--- src/rtl/smlc_defines.vh ---
// Purpose: Constants for the servo mode and limit control block.
// Assumes: 200 MHz core clock, 5 ns period.
// Notes:   Included by the top module, the properties file and the bench top; the synchroniser and the host model do not include it.
`ifndef SMLC_DEFINES_VH
`define SMLC_DEFINES_VH

// ----------------------------------------------------------------------------
// Control mode settings
// ----------------------------------------------------------------------------
`define SMLC_SET_POS        3'h0
`define SMLC_SET_SPD        3'h1
`define SMLC_SET_TRQ        3'h2
`define SMLC_SET_POS_SPD    3'h3
`define SMLC_SET_POS_TRQ    3'h4
`define SMLC_SET_SPD_TRQ    3'h5
`define SMLC_SET_EXT        3'h6

// ----------------------------------------------------------------------------
// Active control modes
// ----------------------------------------------------------------------------
`define SMLC_MODE_IDLE      2'h0
`define SMLC_MODE_POS       2'h1
`define SMLC_MODE_SPD       2'h2
`define SMLC_MODE_TRQ       2'h3

// ----------------------------------------------------------------------------
// Extended-mode request encoding
// ----------------------------------------------------------------------------
`define SMLC_EXT_REQ_W      2

// ----------------------------------------------------------------------------
// Timing
// ----------------------------------------------------------------------------
`define SMLC_CLK_MHZ        200
`define SMLC_PULSE_GATE_US  2000
`define SMLC_PULSE_GATE_CYC (`SMLC_PULSE_GATE_US * `SMLC_CLK_MHZ)

// ----------------------------------------------------------------------------
// Quadrature multiplier
// ----------------------------------------------------------------------------
`define SMLC_QUAD_COUNTS    4

`endif

--- src/rtl/smlc_top.v ---
// Purpose: Operating-mode sequencing, position status and torque-limit selection of a servo drive.
// Assumes: One 200 MHz clock; the drive_ready pin stands for power-up readiness.
// Notes:   Discrete pins are synchronised; numeric settings are static configuration.
`timescale 1ns/1ps
`include "smlc_defines.vh"

module smlc_top #(
  parameter POS_W         = 32,
  parameter SPD_W         = 16,
  parameter TRQ_W         = 16,
  parameter TIME_W        = 24,
  parameter PULSE_GATE_CYC = `SMLC_PULSE_GATE_CYC,
  parameter SHOT_W        = 24
) (
  input  wire              core_clk,
  input  wire              reset,
  input  wire [2:0]        control_mode_setting,
  input  wire              drive_ready,
  input  wire              mode_switch_in,
  input  wire              ext_position_ctrl_in,
  input  wire              ext_pulse_ratio_in,
  input  wire              manual_forward_in,
  input  wire              manual_reverse_in,
  input  wire              accel_time_select_in,
  input  wire [TIME_W-1:0] accel_time_0,
  input  wire [TIME_W-1:0] decel_time_0,
  input  wire [TIME_W-1:0] accel_time_1,
  input  wire [TIME_W-1:0] decel_time_1,
  input  wire              speed_select_bit0,
  input  wire              speed_select_bit1,
  input  wire              speed_select_bit2,
  input  wire              speed_source_analog,
  input  wire [8*SPD_W-1:0] step_speed_table,
  input  wire [SPD_W-1:0]  analog_speed_command,
  input  wire [SPD_W-1:0]  torque_speed_limit,
  input  wire              torque_mode_speed_limit_source,
  input  wire [SPD_W-1:0]  feedback_speed,
  input  wire [SPD_W-1:0]  zero_speed_threshold,
  input  wire              pulse_a_in,
  input  wire              pulse_b_in,
  input  wire              pulse_quadrature,
  input  wire [1:0]        gear_select_in,
  input  wire [4*POS_W-1:0] gear_numerator_table,
  input  wire [POS_W-1:0]  command_position,
  input  wire [POS_W-1:0]  feedback_position,
  input  wire [POS_W-1:0]  zero_deviation_band,
  input  wire              in_position_output_form,
  input  wire [SHOT_W-1:0] in_position_shot_cycles,
  input  wire              deviation_clear_in,
  input  wire              deviation_clear_input_form,
  input  wire              homing_command_in,
  input  wire              forced_stop_in,
  input  wire              interrupt_enable_in,
  input  wire              interrupt_in,
  input  wire [POS_W-1:0]  interrupt_travel_amount,
  input  wire              torque_limit_sel0_in,
  input  wire              torque_limit_sel1_in,
  input  wire [TRQ_W-1:0]  analog_torque_command,
  input  wire [TRQ_W-1:0]  forward_torque_limit,
  input  wire [TRQ_W-1:0]  reverse_torque_limit,
  input  wire [TRQ_W-1:0]  alternate_torque_limit,
  input  wire [TRQ_W-1:0]  third_torque_limit,
  output reg  [1:0]        active_mode_q,
  output reg  [POS_W-1:0]  pulse_count_q,
  output reg               pulse_enable_q,
  output reg  [POS_W-1:0]  gear_numerator_q,
  output reg               run_active_q,
  output reg               run_reverse_q,
  output reg  [TIME_W-1:0] accel_time_q,
  output reg  [TIME_W-1:0] decel_time_q,
  output reg  [SPD_W-1:0]  target_speed_q,
  output reg  [SPD_W-1:0]  speed_limit_q,
  output reg  [TRQ_W-1:0]  torque_command_q,
  output reg               zero_speed_q,
  output reg  [POS_W-1:0]  deviation_q,
  output reg               zero_deviation_q,
  output reg               in_position_out,
  output reg               deviation_clear_q,
  output reg  [POS_W-1:0]  clear_position_q,
  output reg               homing_start_q,
  output reg               homing_active_q,
  output reg               interrupt_move_q,
  output reg  [POS_W-1:0]  interrupt_move_amount_q,
  output reg  [TRQ_W-1:0]  fwd_torque_limit_q,
  output reg  [TRQ_W-1:0]  rev_torque_limit_q
);

  // --------------------------------------------------------------------------
  // Input synchronisation
  // --------------------------------------------------------------------------
  localparam NSYNC = 21;
  wire [NSYNC-1:0] pin_raw;
  wire [NSYNC-1:0] pin_s;

  assign pin_raw = {drive_ready, mode_switch_in, ext_position_ctrl_in, ext_pulse_ratio_in,
                    manual_forward_in, manual_reverse_in, accel_time_select_in,
                    speed_select_bit0, speed_select_bit1, speed_select_bit2,
                    pulse_a_in, pulse_b_in, gear_select_in, deviation_clear_in,
                    homing_command_in, forced_stop_in, interrupt_enable_in, interrupt_in,
                    torque_limit_sel0_in, torque_limit_sel1_in};

  smlc_sync #(
    .W (NSYNC)
  ) u_sync (
    .core_clk (core_clk),
    .reset    (reset),
    .async_in (pin_raw),
    .sync_out (pin_s)
  );

  wire       rdy_s   = pin_s[20];
  wire       msw_s   = pin_s[19];
  wire       epc_s   = pin_s[18];
  wire       epr_s   = pin_s[17];
  wire       fwd_s   = pin_s[16];
  wire       rev_s   = pin_s[15];
  wire       acc_s   = pin_s[14];
  wire [2:0] xsel_s  = {pin_s[11], pin_s[12], pin_s[13]};
  wire       pa_s    = pin_s[10];
  wire       pb_s    = pin_s[9];
  wire [1:0] gsel_s  = pin_s[8:7];
  wire       dclr_s  = pin_s[6];
  wire       org_s   = pin_s[5];
  wire       emg_s   = pin_s[4];
  wire       ien_s   = pin_s[3];
  wire       iin_s   = pin_s[2];
  wire       tl0_s   = pin_s[1];
  wire       tl1_s   = pin_s[0];

  reg pa_q;
  reg pb_q;
  reg dclr_q;
  reg org_q;
  reg iin_q;
  reg ien_q;
  reg irq_armed_q;
  reg [SHOT_W-1:0] shot_cnt_q;
  reg [31:0] gate_cnt_q;

  // --------------------------------------------------------------------------
  // Mode selection
  // --------------------------------------------------------------------------
  reg [1:0] req_mode;

  always @* begin
    case (control_mode_setting)
      `SMLC_SET_POS:     req_mode = `SMLC_MODE_POS;
      `SMLC_SET_SPD:     req_mode = `SMLC_MODE_SPD;
      `SMLC_SET_TRQ:     req_mode = `SMLC_MODE_TRQ;
      `SMLC_SET_POS_SPD: req_mode = msw_s ? `SMLC_MODE_SPD : `SMLC_MODE_POS;
      `SMLC_SET_POS_TRQ: req_mode = msw_s ? `SMLC_MODE_TRQ : `SMLC_MODE_POS;
      `SMLC_SET_SPD_TRQ: req_mode = msw_s ? `SMLC_MODE_TRQ : `SMLC_MODE_SPD;
      `SMLC_SET_EXT:     req_mode = epc_s ? `SMLC_MODE_POS : (msw_s ? `SMLC_MODE_TRQ : `SMLC_MODE_SPD);
      default:           req_mode = `SMLC_MODE_POS;
    endcase
  end

  always @(posedge core_clk) begin
    if (reset) begin
      active_mode_q <= `SMLC_MODE_IDLE;
    end else if (!rdy_s) begin
      active_mode_q <= `SMLC_MODE_IDLE;
    end else if (control_mode_setting == `SMLC_SET_EXT) begin
      if (zero_speed_q || active_mode_q == `SMLC_MODE_IDLE) begin
        active_mode_q <= req_mode;
      end
    end else begin
      active_mode_q <= req_mode;
    end
  end

  // --------------------------------------------------------------------------
  // Speed and torque commands
  // --------------------------------------------------------------------------
  wire [SPD_W-1:0] step_speed = step_speed_table[xsel_s*SPD_W +: SPD_W];
  wire [SPD_W-1:0] sel_speed  = speed_source_analog ? analog_speed_command : step_speed;
  wire             run_req    = fwd_s | rev_s;

  always @(posedge core_clk) begin
    if (reset) begin
      run_active_q     <= 1'b0;
      run_reverse_q    <= 1'b0;
      accel_time_q     <= {TIME_W{1'b0}};
      decel_time_q     <= {TIME_W{1'b0}};
      target_speed_q   <= {SPD_W{1'b0}};
      speed_limit_q    <= {SPD_W{1'b0}};
      torque_command_q <= {TRQ_W{1'b0}};
      zero_speed_q     <= 1'b1;
    end else begin
      run_active_q  <= run_req && active_mode_q != `SMLC_MODE_IDLE;
      run_reverse_q <= rev_s & ~fwd_s;
      accel_time_q  <= acc_s ? accel_time_1 : accel_time_0;
      decel_time_q  <= acc_s ? decel_time_1 : decel_time_0;
      target_speed_q <= (active_mode_q == `SMLC_MODE_SPD && run_req && !emg_s) ? sel_speed
                                                                               : {SPD_W{1'b0}};
      speed_limit_q <= torque_mode_speed_limit_source ? sel_speed : torque_speed_limit;
      torque_command_q <= (active_mode_q == `SMLC_MODE_TRQ && run_req && !emg_s) ? analog_torque_command
                                                                                 : {TRQ_W{1'b0}};
      zero_speed_q <= feedback_speed < zero_speed_threshold;
    end
  end

  // --------------------------------------------------------------------------
  // Command pulse input
  // --------------------------------------------------------------------------
  wire pa_edge  = pa_s ^ pa_q;
  wire pb_edge  = pb_s ^ pb_q;
  wire quad_dir = pa_s ^ pb_q;
  wire pulse_ok = control_mode_setting != `SMLC_SET_EXT || pulse_enable_q;
  wire gate_req = epc_s & epr_s;

  always @(posedge core_clk) begin
    if (reset) begin
      pa_q          <= 1'b0;
      pb_q          <= 1'b0;
      pulse_count_q <= {POS_W{1'b0}};
      pulse_enable_q <= 1'b0;
      gate_cnt_q    <= 32'h0;
      gear_numerator_q <= {POS_W{1'b0}};
    end else begin
      pa_q <= pa_s;
      pb_q <= pb_s;
      if (gate_req == pulse_enable_q) begin
        gate_cnt_q <= 32'h0;
      end else if (gate_cnt_q >= PULSE_GATE_CYC - 1) begin
        gate_cnt_q     <= 32'h0;
        pulse_enable_q <= gate_req;
      end else begin
        gate_cnt_q <= gate_cnt_q + 32'h1;
      end
      if (pulse_ok && active_mode_q == `SMLC_MODE_POS) begin
        if (pulse_quadrature) begin
          if (pa_edge | pb_edge) begin
            pulse_count_q <= quad_dir ? pulse_count_q - {{(POS_W-1){1'b0}}, 1'b1}
                                      : pulse_count_q + {{(POS_W-1){1'b0}}, 1'b1};
          end
        end else if (pa_s && !pa_q) begin
          pulse_count_q <= pb_s ? pulse_count_q - {{(POS_W-1){1'b0}}, 1'b1}
                                : pulse_count_q + {{(POS_W-1){1'b0}}, 1'b1};
        end
      end
      gear_numerator_q <= gear_numerator_table[gsel_s*POS_W +: POS_W];
    end
  end

  // --------------------------------------------------------------------------
  // Deviation, in-position and clear
  // --------------------------------------------------------------------------
  wire [POS_W-1:0] dev_raw = command_position - feedback_position;
  wire [POS_W-1:0] dev_abs = dev_raw[POS_W-1] ? (~dev_raw + {{(POS_W-1){1'b0}}, 1'b1}) : dev_raw;
  wire             zdev    = dev_abs <= zero_deviation_band;
  wire             dclr_act = deviation_clear_input_form ? (dclr_s & ~dclr_q) : dclr_s;

  always @(posedge core_clk) begin
    if (reset) begin
      dclr_q            <= 1'b0;
      deviation_q       <= {POS_W{1'b0}};
      zero_deviation_q  <= 1'b0;
      in_position_out   <= 1'b0;
      shot_cnt_q        <= {SHOT_W{1'b0}};
      deviation_clear_q <= 1'b0;
      clear_position_q  <= {POS_W{1'b0}};
    end else begin
      dclr_q <= dclr_s;
      deviation_clear_q <= dclr_act;
      clear_position_q  <= feedback_position;
      deviation_q      <= dclr_act ? {POS_W{1'b0}} : dev_raw;
      zero_deviation_q <= dclr_act | zdev;
      if (in_position_output_form == 1'b0) begin
        in_position_out <= zero_deviation_q;
        shot_cnt_q      <= {SHOT_W{1'b0}};
      end else if (!zero_deviation_q) begin
        in_position_out <= 1'b0;
        shot_cnt_q      <= {SHOT_W{1'b0}};
      end else if (shot_cnt_q == {SHOT_W{1'b0}} && !in_position_out) begin
        in_position_out <= (in_position_shot_cycles != {SHOT_W{1'b0}});
        shot_cnt_q      <= in_position_shot_cycles;
      end else if (shot_cnt_q > {{(SHOT_W-1){1'b0}}, 1'b1}) begin
        shot_cnt_q <= shot_cnt_q - {{(SHOT_W-1){1'b0}}, 1'b1};
      end else if (shot_cnt_q != {SHOT_W{1'b0}}) begin
        shot_cnt_q      <= {{(SHOT_W-1){1'b0}}, 1'b1};
        in_position_out <= 1'b0;
      end
    end
  end

  // --------------------------------------------------------------------------
  // Homing and interrupt positioning
  // --------------------------------------------------------------------------
  always @(posedge core_clk) begin
    if (reset) begin
      org_q                   <= 1'b0;
      iin_q                   <= 1'b0;
      ien_q                   <= 1'b0;
      irq_armed_q             <= 1'b0;
      homing_start_q          <= 1'b0;
      homing_active_q         <= 1'b0;
      interrupt_move_q        <= 1'b0;
      interrupt_move_amount_q <= {POS_W{1'b0}};
    end else begin
      org_q <= org_s;
      iin_q <= iin_s;
      ien_q <= ien_s;
      homing_start_q <= org_s && !org_q && in_position_out && !emg_s;
      if (emg_s) begin
        homing_active_q <= 1'b0;
      end else if (org_s && !org_q && in_position_out) begin
        homing_active_q <= 1'b1;
      end
      interrupt_move_q <= 1'b0;
      if (!ien_s) begin
        irq_armed_q <= 1'b0;
      end else if (!ien_q) begin
        irq_armed_q <= 1'b1;
      end else if (irq_armed_q && iin_s && !iin_q && run_active_q) begin
        irq_armed_q             <= 1'b0;
        interrupt_move_q        <= 1'b1;
        interrupt_move_amount_q <= interrupt_travel_amount;
      end
    end
  end

  // --------------------------------------------------------------------------
  // Torque limit selection
  // --------------------------------------------------------------------------
  reg [TRQ_W-1:0] fwd_lim;
  reg [TRQ_W-1:0] rev_lim;
  wire [TRQ_W-1:0] fwd_alt = forward_torque_limit < alternate_torque_limit ? forward_torque_limit
                                                                           : alternate_torque_limit;
  wire [TRQ_W-1:0] rev_alt = reverse_torque_limit < alternate_torque_limit ? reverse_torque_limit
                                                                           : alternate_torque_limit;
  wire [TRQ_W-1:0] fwd_an  = analog_torque_command < forward_torque_limit ? analog_torque_command
                                                                          : forward_torque_limit;
  wire [TRQ_W-1:0] rev_an  = analog_torque_command < reverse_torque_limit ? analog_torque_command
                                                                          : reverse_torque_limit;
  wire [TRQ_W-1:0] an_alt  = analog_torque_command < alternate_torque_limit ? analog_torque_command
                                                                            : alternate_torque_limit;

  always @* begin
    fwd_lim = forward_torque_limit;
    rev_lim = reverse_torque_limit;
    if (emg_s) begin
      fwd_lim = third_torque_limit;
      rev_lim = third_torque_limit;
    end else if (active_mode_q != `SMLC_MODE_TRQ) begin
      case ({tl1_s, tl0_s})
        2'h1:    begin fwd_lim = fwd_an; rev_lim = rev_an; end
        2'h2:    begin fwd_lim = fwd_alt; rev_lim = rev_alt; end
        2'h3:    begin fwd_lim = an_alt; rev_lim = an_alt; end
        default: begin fwd_lim = forward_torque_limit; rev_lim = reverse_torque_limit; end
      endcase
    end
  end

  always @(posedge core_clk) begin
    if (reset) begin
      fwd_torque_limit_q <= {TRQ_W{1'b0}};
      rev_torque_limit_q <= {TRQ_W{1'b0}};
    end else begin
      fwd_torque_limit_q <= fwd_lim;
      rev_torque_limit_q <= rev_lim;
    end
  end

endmodule

--- src/rtl/smlc_sync.v ---
// Purpose: Two-flop synchroniser for a bundle of asynchronous levels.
// Assumes: Inputs come from pins outside the core clock domain.
// Notes:   The first stage is read only by the second stage.
`timescale 1ns/1ps

module smlc_sync #(
  parameter W = 1
) (
  input  wire         core_clk,
  input  wire         reset,
  input  wire [W-1:0] async_in,
  output wire [W-1:0] sync_out
);

  reg [W-1:0] meta_q;
  reg [W-1:0] sync_q;

  always @(posedge core_clk) begin
    if (reset) begin
      meta_q <= {W{1'b0}};
      sync_q <= {W{1'b0}};
    end else begin
      meta_q <= async_in;
      sync_q <= meta_q;
    end
  end

  assign sync_out = sync_q;

endmodule

--- config.mk ---
export PLATFORM = sky130hd
export DESIGN_NAME = smlc_top
export DESIGN_NICKNAME = d
export VERILOG_FILES = /design/src/rtl/smlc_top.v /design/src/rtl/smlc_sync.v
export VERILOG_INCLUDE_DIRS = /design/src /design/src/rtl
export SDC_FILE = /design/constraint.sdc
export NUM_CORES = 1
export LEC_CHECK = 0
export BUFFER_PORTS_ARGS = -buffer_cell sky130_fd_sc_hd__buf_2
export CAP_MARGIN = 40
export CORE_AREA = 2 2 381 383
export CTS_BUF_LIST = sky130_fd_sc_hd__clkbuf_4
export CTS_CLUSTER_DIAMETER = 50
export DETAILED_ROUTE_END_ITERATION = 12
export DIE_AREA = 0 0 383 385
export GPL_ROUTABILITY_DRIVEN = 1
export MAX_ROUTING_LAYER = met4
export PLACE_DENSITY = 0.46
export SLEW_MARGIN = 5
export SYNTH_ARGS = -nofsm -noshare
export SYNTH_HDL_FRONTEND = slang
export SYNTH_HIERARCHICAL = 1
export SYNTH_SLANG_ARGS = --single-unit
--- constraint.sdc ---
create_clock -name core_clk -period 16.6 [get_ports core_clk]
set_input_delay 4.15 -clock core_clk [delete_from_list [all_inputs] [get_ports core_clk]]
set_output_delay 4.15 -clock core_clk [all_outputs]
set_load 0.01 [all_outputs]
# Word level (Yosys, flattened, before mapping)
# Cells that the tools add are included.
# Widths: inputs -> output; s select.
[totals]
reg_bits = 405
latchBits = 0
ram_bits = 0
mem_bits_ro = 0
in_bits = 679
word_cells = 172
n_memories = 0
[classes]
addsub = 6
n_mul = 0
div_mod_pow = 0
n_lt_le_gt_ge = 9
eq_ne = 20
shifts = 2
n_mux = 40
n_bitwise = 20
reduce_logical = 41
[op_table]
columns = ["operator", "count"]
rows = [
  ["$mux 32", 6],
  ["$mux 16", 11],
  ["$shiftx 128x8->16", 1],
  ["$shiftx 128x8->32", 1],
  ["$mux 24", 5],
  ["$add 32x1->32 const B", 3],
  ["$lt 16x16->1", 6],
  ["$pmux 16 s3", 2],
  ["$reduce_bool 24->1", 2],
  ["$ge 32x19->1 const B", 1],
  ["$le 32x32->1", 1],
  ["$not 32->32", 1],
  ["$sub 32x1->32 const B", 1],
  ["$sub 32x32->32", 1],
  ["$gt 24x1->1 const B", 1],
  ["$logic_not 24->1", 1],
  ["$sub 24x1->24 const B", 1],
  ["$logic_and 1x1->1", 14],
  ["$pmux 2 s6", 1],
  ["$reduce_or 2->1", 6],
  ["$mux 1", 10],
  ["$mux 2", 5],
  ["$not 1->1", 10],
  ["$eq 3x3->1 const B", 3],
  ["21 further kinds", 44],
]

# Depth between registers and ports, before layout
# Gate-level depths: netlist of run 1.
[logic_depth]
depth_word = 6
mapped_depth = 24
ltp_nobuf = 22

# By module
# The synthesis of run 1 kept the hierarchy.
[modules_own_cells]
columns = ["module", "instances", "cells_each", "area_per_inst_um2", "seq_area_each_um2"]
rows = [
  ["smlc_top", 1, 2642, 22550.4, 7267.0],
  ["smlc_sync", 1, 88, 1123.6, 840.8],
]

# Worst setup path after synthesis of run 1
# No wires, ideal clock.
[synth_timing]
path_type = "input to register"
from = "in command_position[0]"
to = "reg zero_deviation_q"
setup_time_ns = 0.092
arrival_ns = 8.340
t_required_ns = 16.508
path_slack_ns = 8.168
stages = 22
cell_sequence = "inv_1 -> ha_1 -> fa_1 -> and2b_4 -> o21a_1 -> nor2_1 -> xnor2_1 -> nor4_1 -> nand4_1 -> nor3_2 -> a31oi_1 -> xor2_1 -> ha_1 -> a21o_1 -> a21o_1 -> a21o_1 -> a21o_1 -> a21oi_1 -> nor2b_1 -> o21ai_0 -> o211ai_1 -> o32ai_1"
[synth_between]
elab_chain_len = 6
[synth_rtl]
columns = ["element", "line_no", "source"]
rows = [
  ["start: declaration", "smlc_top.v:44", "input wire [POS_W-1:0] command_position,"],
  ["$sub 32x32->32 (*)", "smlc_top.v:249", "wire [POS_W-1:0] dev_raw = command_position - feedback_position;"],
  ["$not 32->32", "smlc_top.v:250", "wire [POS_W-1:0] dev_abs = dev_raw[POS_W-1] ? (~dev_raw + {{(POS_W-1){1'b0}}, 1'b1}) : dev_raw;"],
  ["$add 32x1->32", "smlc_top.v:250", ""],
  ["$mux 32 (*)", "smlc_top.v:250", ""],
  ["$le 32x32->1 (*)", "smlc_top.v:251", "wire zdev = dev_abs <= zero_deviation_band;"],
  ["$or 1x1->1 (*)", "smlc_top.v:268", "zero_deviation_q <= dclr_act | zdev;"],
  ["end signal: assignment", "smlc_top.v:268", ""],
  ["end: declaration", "smlc_top.v:76", "output reg zero_deviation_q,"],
]
# Mark *: on every way between the ends. The rest lies on a longest branch, timed or not.
# A chain may end at the register's enable or synchronous reset.

# Worst setup path in the final report of run 1
# Ends and elaborated chain as after synthesis.

==> flow_summary.ini, run 1 <==
[layout]
fillers = 16021
final_cell_mix = buf_2, dfxtp_1, nor2_1
nNetsFinal = 4575
mostFrequentLayoutCell = buf_2
areaGrowthSynthToFinish_pct = 37.78
postLayoutCellArea_mm2 = 0.03262
drive_gt1_share_pct = 35.01

[clock_tree]
cts_tree = built
cts_root_buffer = clkbuf_4
clk_pin_slew_ns = 0.06
cts.htree.levels = 4
clock_latency_ns = 1.07
cts_made_buffers = 135
postCtsHoldBufs = 0
cts_resized = 0
numClockSinks = 405
cts_setup_buffers = 0
clockBufferDepth = 3

[logic_synthesis]
ys.flop_type = dfxtp_1
syn_inst = 2730
synth_edf_count = 0
ys_ff_latch = 405
seq_area_frac_synth_pct = 34.25
syn_area_mm2 = 0.02367
avgSynthCellArea_um2 = 8.672
yosys_warnings = 6
synth.distinct_cells = 92
async_flop_share_pct = 0

[worst_setup_path]
cp_num_buf_inv = 2
cp_max_fo = 7
arrival_ns = 8.95
cp.required_ns = 17.54
crit_path_top_delay_cell = xor2_1
path_depth = 23
reg2reg_depth = 9
path_cells = buf_2 > inv_1 > ha_1 > fa_1 > and2b_4 > o31ai_2 > a21oi_1 > a41oi_1 > xor2_1 > nand4_1 > nor3_2 > a31oi_1 > xor2_1 > ha_1 > a21o_1 > a21o_1 > a21o_1 > a21o_1 > a21oi_1 > nor2b_1 > o21ai_0 > o211ai_1 > o32ai_1
worst_setup_path_start_kind = primary input
endpoint_kind = register
cp_common_cell = a21o_1
worstSetupPathType = in -> reg
max_stage_delay_ns = 0.45
critPathTopFamily = compound AO/OA/AOI/OAI gates

[min_path]
hold_class = reg -> reg
hold_depth = 1

[power_and_ir_drop]
switching_share_pct = 37.49
peakVddDrop_uv = 127.0
intPower_mw = 2.211
power_mw = 3.537
power_frac_comb_pct = 37.6
p_per_area_mw_per_mm2 = 108.4
p_sw_mw = 1.326
power_leakage_nw = 14.93
p_clk_share_pct = 31.7
pwr-share-seq_pct = 30.7

[floorplan]
die_w_um = 383
initial_core_util_pct = 16.54
rows = 139
dieArea_mm2 = 0.1475
core_mm2 = 0.1431
io_pins = 979
die-height_um = 385

[sta]
worst_slew_pin_slew_ns = 1.001
slew_headroom_pct = 33.25
max_freq_mhz = 124.9
rsz0062_at_grt = false
finalHoldViolations = 0
min_period_over_period_pct = 48.23
finalClockSkew_ns = 0.06453
fin_setup_tns_ns = 0
hold-worst-slack_ns = 0.4302
period_minus_slack_ns = 8.007
finalWorstSetupSlack_ns = 8.593
final-max-slew-violation-count = 0
setup_violations = 0

[detailed_routing]
drc = 0
drtPass1Iterations = 5
drtIter0Drc = 1096
wl_mm = 113.7
wire_per_inst_um = 19.69
viasPerCell = 4.249
vias = 24519
ant_nets = 0

[global_routing]
gr-total-overflow = 0
antenna_found_initial = 54
grt_usage_pct = 15.20
grt_max_degree = 72
grt_pass1_wl_mm = 160.4
grt_pass1_vias = 24379

[place]
hpwl_mm = 92.29
place_area_mm2 = 0.03077
gp_congestion = 0.9061
post-place-ws_ns = 7.553
io_buffers = 978

[job]
drv_cap = 0

[run_status]
status = finished, final reports clean
==> routing by layer <==
| metal | vias up | share of wire, % | track usage (%) |
|---|---|---|---|
| li1 | 11754 | - | - |
| met1 | 11481 | 43 | 18.05 |
| met2 | 1059 | 47 | 24.34 |
| met3 | 225 | 7.5 | 4.370 |
| met4 | 0 | 3.2 | 5.577 |
| met5 | - | 0 | - |
==> cell usage after synthesis, types with 7 or more instances <==
library cell	instances	share of area, %
buf_1	18	0.29
mux4_2	64	6.1
o22ai_1	18	0.48
o21ai_1	9	0.19
nor3b_1	8	0.25
nor4_1	28	0.74
nor2b_1	102	2.7
nand3_1	41	0.87
clkbuf_1	112	1.8
mux2_2	19	0.90
a31oi_1	16	0.42
nand2b_1	20	0.53
buf_2	21	0.44
or3_1	12	0.32
a211oi_1	14	0.44
a21o_1	39	1.2
and2_1	34	0.90
a21oi_1	194	4.1
o31ai_1	7	0.22
dfxtp_1	405	34
inv_1	166	2.6
and4_1	9	0.33
ha_1	160	8.5
o21a_1	31	0.98
o31a_1	22	0.81
xor2_1	45	1.7
xnor2_1	56	2.1
nand2_1	243	3.9
nor3_1	42	0.89
nor2_1	322	5.1
o21ai_0	74	1.6
a311o_1	17	0.72
o21bai_1	36	1.1
and3_1	17	0.45
nand4_1	43	1.1
a22oi_1	14	0.44
o211ai_1	14	0.44
mux2i_1	133	5.6
==> power by group through the flow <==
stage	logic [mW]	clock network, mW	registers, mW
after detailed placement	1.32	0	1.11
after floorplan	0.939	0	1.11
final	1.33	1.12	1.09
after global placement	1.32	0	1.11
after global routing	1.48	1.23	1.09
after CTS	1.33	1.19	1.09
==> worst paths after layout <==
kind | from | end | slack, ns
hold / removal | u_sync/meta_q[7] | u_sync/sync_out[7] | 0.43
setup reg to reg | shot_cnt_q[14] | shot_cnt_q[9] | 13.27
hold reg to reg | u_sync/meta_q[7] | u_sync/sync_out[7] | 0.43
setup / recovery | command_position[0] | zero_deviation_q | 8.59
==> final cells by class <==
type | count | area, um^2 | area share [%]
flip-flops and latches | 405 | 8117 | 24.88
clock buffers | 179 | 1344 | 4.120
clock inverters | 56 | 419.2 | 1.285
diodes | 35 | 87.58 | 0.2685
inverters | 166 | 623.1 | 1.910
well taps | 1903 | 2381 | 7.300
multi-input cells | 2017 | 14410 | 44.18
repair buffers | 1010 | 5236 | 16.05
==> cell families (layout without fill, tap and decap cells) <==
group | Yosys count | count (layout) | synth area share, %
other | 1 | 48 | 0.01584
adder cells (fa/ha/maj) | 161 | 161 | 8.541
XOR/XNOR | 101 | 101 | 3.737
buffers and inverters | 320 | 1411 | 5.248
AND/OR/NAND/NOR | 956 | 956 | 19.59
flip-flops | 405 | 405 | 34.25
AO/OA/AOI/OAI | 570 | 570 | 16.01
multiplexers | 216 | 216 | 12.62
==> stage by stage <==
step                utilization [%]  cells
global route                  22.78   5768
global placement              21.39   5493
floorplan                         -   2742
detailed placement            21.50   5501
CTS                           22.73   5736
finish                        22.79   5771
==> registers in the layout, summed over array words and instances (netlist names), 21 cells and up <==
signal and cells:
decel_time_q 24, gear_numerator_q 32, deviation_q 32, shot_cnt_q 24
accel_time_q 24, pulse_count_q 32, u_sync/sync_out 21, u_sync/meta_q 21
gate_cnt_q 32, interrupt_move_amount_q 32, clear_position_q 32
Note: power is estimated with default switching activity, not from simulation.
==> run 2: changes to the inputs <==
==> constraint.sdc (replaced) <==
create_clock -name core_clk -period 7.39 [get_ports core_clk]
set_input_delay 1.8475 -clock core_clk [delete_from_list [all_inputs] [get_ports core_clk]]
set_output_delay 1.8475 -clock core_clk [all_outputs]
set_load 0.01 [all_outputs]
==> flow_summary.ini, run 2 (synthesis results as in run 1) <==
[global_routing]
grt_pass1_vias = 24351
grt_max_degree = 78
grt_pass1_wl_mm = 160.7
gr-total-overflow = 0
antenna_found_initial = 51
grt_usage_pct = 15.22

[worst_setup_path]
path_cells = buf_2 > inv_1 > ha_1 > fa_1 > and2b_4 > o31ai_2 > a21oi_1 > a41oi_1 > xor2_1 > nand4_1 > nor3_2 > a31oi_1 > xor2_1 > ha_1 > a21o_1 > a21o_1 > a21o_1 > a21o_1 > a21oi_1 > nor2b_1 > o21ai_0 > o211ai_1 > o32ai_1
max_stage_delay_ns = 0.49
endpoint_kind = register
cp.required_ns = 8.34
cp_max_fo = 7
worstSetupPathType = in -> reg
path_depth = 23
cp_num_buf_inv = 2
cp_common_cell = a21o_1
ff2ff_setup_slack_ns = 4.06
r2r-start = shot_cnt_q[14]
reg2reg_depth = 9
timing.rr.end = shot_cnt_q[9]
crit_path_top_delay_cell = xor2_1
worst_setup_path_start_kind = primary input
arrival_ns = 6.76
critPathTopFamily = compound AO/OA/AOI/OAI gates

[clock_tree]
cts_made_buffers = 132
cts_setup_buffers = 0
clock_latency_ns = 1.07
numClockSinks = 405
cts_tree = built
cts.htree.levels = 4
postCtsHoldBufs = 0
cts_resized = 0
cts_root_buffer = clkbuf_4
clk_pin_slew_ns = 0.07
clockBufferDepth = 3

[detailed_routing]
wl_mm = 113.8
vias = 24515
wire_per_inst_um = 19.68
drtIter0Drc = 1230
viasPerCell = 4.240
drtPass1Iterations = 7
ant_nets = 0
drc = 0

[floorplan]
die-height_um = 385
initial_core_util_pct = 16.54
core_mm2 = 0.1431
die_w_um = 383
rows = 139
io_pins = 979
dieArea_mm2 = 0.1475

[min_path]
min_from = u_sync/meta_q[3]
holdPathEnd = u_sync/sync_out[3]
hold_depth = 1
hold_class = reg -> reg

[power_and_ir_drop]
p_per_area_mw_per_mm2 = 244.3
peakVddDrop_uv = 268.2
power_leakage_nw = 14.98

[layout]
mostFrequentLayoutCell = buf_2
stdcell_count = 5782
drive_gt1_share_pct = 35.20
nNetsFinal = 4581
areaGrowthSynthToFinish_pct = 38.26
final_cell_mix = buf_2, dfxtp_1, nor2_1

[sta]
final-max-slew-violation-count = 0
finalClockSkew_ns = 0.05564
fin_setup_tns_ns = 0
hold-worst-slack_ns = 0.4328
max_freq_mhz = 172.3
setup_violations = 0
worst_slew_pin_slew_ns = 0.9167
slew_headroom_pct = 38.89
min_period_over_period_pct = 78.56
rsz0062_at_grt = false
finalHoldViolations = 0
period_minus_slack_ns = 5.805

[run_status]
status = finished, final reports clean

[job]
drv_cap = 0

[place]
gp_congestion = 0.9099
hpwl_mm = 92.44
io_buffers = 978
dp.cells = 5510
-- run 2: worst max path at each step --
stage	startpoint	to	slack, ns
3_5_place_dp	command_position[0]	zero_deviation_q	0.53
2_1_floorplan	command_position[0]	zero_deviation_q	1.26
4_1_cts	command_position[0]	zero_deviation_q	1.81
5_1_grt	command_position[0]	zero_deviation_q	1.31
3_3_place_gp	command_position[0]	zero_deviation_q	0.66
6_report	command_position[0]	zero_deviation_q	1.58
-- run 2: layer usage --
layer  track usage (%)  wire length (um)  vias up
li1                  -                 -    11761
met1             17.91             47810    11544
met2             24.45             54130     1014
met3             4.506              8750      196
met4             5.650              3123        0
met5                 -                 0        -
-- run 2: worst register-to-register path, cell delays in order, from the launching register on --
cell and delay [ns]:
dfxtp_1 0.36, or4_4 0.59, or3_4 0.39, nor4_4 0.17, and4b_4 0.30, and2b_1 0.44, nor2b_1 0.52, buf_4 0.29
a222oi_1 0.12, nor2_1 0.10
-- run 2: report_power, final --
| group | total [mW] | leakage, nW | switching (mW) | internal (mW) |
|---|---|---|---|---|
| Combinational | 3.01 | 10.6 | 1.74 | 1.27 |
| Clock | 2.54 | 1.04 | 1.14 | 1.40 |
| Sequential | 2.45 | 3.33 | 0.109 | 2.34 |
-- run 2: cell type report --
cell class	instances	area (um^2)
Clock inverter	61	471.7
Antenna cell	35	87.58
Clock buffer	176	1321
Tap cell	1903	2381
Fill cell	15982	110400
Timing Repair Buffer	1019	5320
Multi-Input combinational cell	2017	14410
Inverter	166	623.1
Sequential cell	405	8117
-- run 2: stage by stage --
stage	setup WS [ns]	total power, mW	utilization (%)	cell area [um^2]
after detailed placement	0.5321	5.483	21.55	30850
after floorplan	1.260	4.612	-	23720
after global placement	0.6588	5.461	21.44	30680
final	1.585	7.997	22.87	32730
after global routing	1.307	8.581	22.86	32720
after CTS	1.812	8.137	22.81	32640
==> run 3: changes to the inputs <==
==> constraint.sdc (replaced) <==
create_clock -name core_clk -period 6.1 [get_ports core_clk]
set_input_delay 1.525 -clock core_clk [delete_from_list [all_inputs] [get_ports core_clk]]
set_output_delay 1.525 -clock core_clk [all_outputs]
set_load 0.01 [all_outputs]
==> flow_summary.ini, run 3 (synthesis results as in run 1) <==
[worst_setup_path]
max_stage_delay_ns = 0.38
timing.rr.end = shot_cnt_q[15]
ff2ff_setup_slack_ns = 2.80
crit_path_top_delay_cell = fa_1
critPathTopFamily = compound AO/OA/AOI/OAI gates
reg2reg_depth = 9
cp_common_cell = a21o_1
r2r-start = shot_cnt_q[14]
worst_setup_path_start_kind = primary input
path_depth = 23
worstSetupPathType = in -> reg
worstSetupEndpoint = zero_deviation_q
cp_max_fo = 5
cp_num_buf_inv = 2
cp.required_ns = 7.07
path_cells = buf_2 > inv_1 > ha_1 > fa_1 > and2b_4 > o31ai_2 > a21o_1 > o31ai_2 > xnor2_1 > nand4_2 > nor3_2 > a31oi_1 > xor2_1 > ha_1 > a21o_1 > a21o_1 > a21o_1 > a21o_1 > a21oi_1 > nor2b_1 > o21ai_0 > o211ai_1 > o32ai_1
arrival_ns = 5.96
critPathLaunch = command_position[0]
endpoint_kind = register

[clock_tree]
cts_tree = built
cts.htree.levels = 4
cts_root_buffer = clkbuf_4
cts_resized = 0
numClockSinks = 405
cts_made_buffers = 134
postCtsHoldBufs = 0
clk_pin_slew_ns = 0.06
clock_latency_ns = 1.09
cts_setup_buffers = 0
clockBufferDepth = 3

[place]
io_buffers = 978
hpwl_mm = 92.99
gp_congestion = 0.9194

[layout]
fin_util_pct = 23.08
final_cell_mix = buf_2, dfxtp_1, nor2_1
areaGrowthSynthToFinish_pct = 39.54
mostFrequentLayoutCell = buf_2
nNetsFinal = 4633
drive_gt1_share_pct = 36.16

[sta]
slew_headroom_pct = 43.54
rsz0062_at_grt = false
finalClockSkew_ns = 0.05352
finalHoldViolations = 0
final-max-slew-violation-count = 0
max_freq_mhz = 200.4
worst_slew_pin_slew_ns = 0.8451
min_period_over_period_pct = 81.81
setup_violations = 0
period_minus_slack_ns = 4.990
fin_setup_tns_ns = 0

[power_and_ir_drop]
p_sw_mw = 3.666
switching_share_pct = 37.80
peakVddDrop_uv = 342.9
p_clk_share_pct = 31.2
intPower_mw = 6.033
power_leakage_nw = 15.19
pwr-share-seq_pct = 30.5
p_per_area_mw_per_mm2 = 293.6
power_frac_comb_pct = 38.3

[global_routing]
grt_pass1_wl_mm = 161.4
grt_usage_pct = 15.27
antenna_found_initial = 48
grt_pass1_vias = 24549
grt_max_degree = 90
gr-total-overflow = 0

[floorplan]
core_mm2 = 0.1431
die_w_um = 383
rows = 139
initial_core_util_pct = 16.54
io_pins = 979
dieArea_mm2 = 0.1475
die-height_um = 385

[min_path]
hold_class = reg -> reg
hold_depth = 1

[job]
drv_cap = 0

[detailed_routing]
drc = 0
vias = 24677
ant_nets = 0
drtPass1Iterations = 5
wire_per_inst_um = 19.66
wl_mm = 114.3
viasPerCell = 4.242
drtIter0Drc = 1259

[run_status]
status = finished, final reports clean
[run 3: changes by cell type in the layout (fill, tap and decap cells not counted), moves of 3 or more]
cell      delta
clkinv_1    -11
inv_2        -3
buf_4       +52
diode_2      -4
[run 3: area by class of cell]
| type | instances | area [um^2] |
|---|---|---|
| fill | 15916 | 110100 |
| multi-input combinational | 2017 | 14410 |
| sequential | 405 | 8117 |
| timing repair buffer | 1069 | 5699 |
| tap | 1903 | 2381 |
| clock buffer | 178 | 1336 |
| inverter | 166 | 623.1 |
| clock inverter | 48 | 391.6 |
| antenna | 31 | 77.57 |
[run 3: power by group through the flow]
stage | clock network (mW) | logic, mW | registers (mW)
after floorplan | 0 | 2.56 | 3.03
after global placement | 0 | 3.66 | 3.02
after detailed placement | 0 | 3.70 | 3.02
after CTS | 3.20 | 3.72 | 2.96
after global routing | 3.34 | 4.10 | 2.98
final | 3.02 | 3.72 | 2.96
[run 3: worst min path at each step]
stage,endpoint,slack (ns),start
global route,u_sync/sync_out[13],0.44,u_sync/meta_q[13]
finish,u_sync/sync_out[7],0.44,u_sync/meta_q[7]
CTS,u_sync/sync_out[13],0.43,u_sync/meta_q[13]
global placement,u_sync/sync_out[7],0.41,u_sync/meta_q[7]
detailed placement,u_sync/sync_out[11],0.42,u_sync/meta_q[11]
floorplan,u_sync/sync_out[0],0.41,u_sync/meta_q[0]
[run 3: worst reg2reg max path: stages (launching register included)]
cell and delay (ns):
dfxtp_1 0.36, or4_4 0.59, or3_4 0.39, nor4_4 0.16, and4b_4 0.30, and2b_1 0.43, nor2b_1 0.50, buf_4 0.29
a222oi_1 0.13, nor2_1 0.10
[run 3: per-stage QoR]
step	cell area (um^2)	setup WS (ns)	hold slack (ns)	total power, mW	instances
2_1_floorplan	23720	0.2927	0.4138	5.587	2742
3_3_place_gp	31060	0.07714	0.4149	6.682	5552
3_5_place_dp	31230	0.03412	0.4234	6.713	5560
4_1_cts	32960	1.301	0.4301	9.878	5786
5_1_grt	33030	0.8883	0.4448	10.43	5813
6_report	33040	1.110	0.4363	9.698	5817
[run 3: per-layer routing]
metal,share of wire (%),vias to the layer above,global-route usage (%)
met4,3.2,0,5.869
met1,42,11613,17.81
met2,46,991,24.18
li1,-,11855,-
met3,8.1,218,5.080
met5,0,-,-
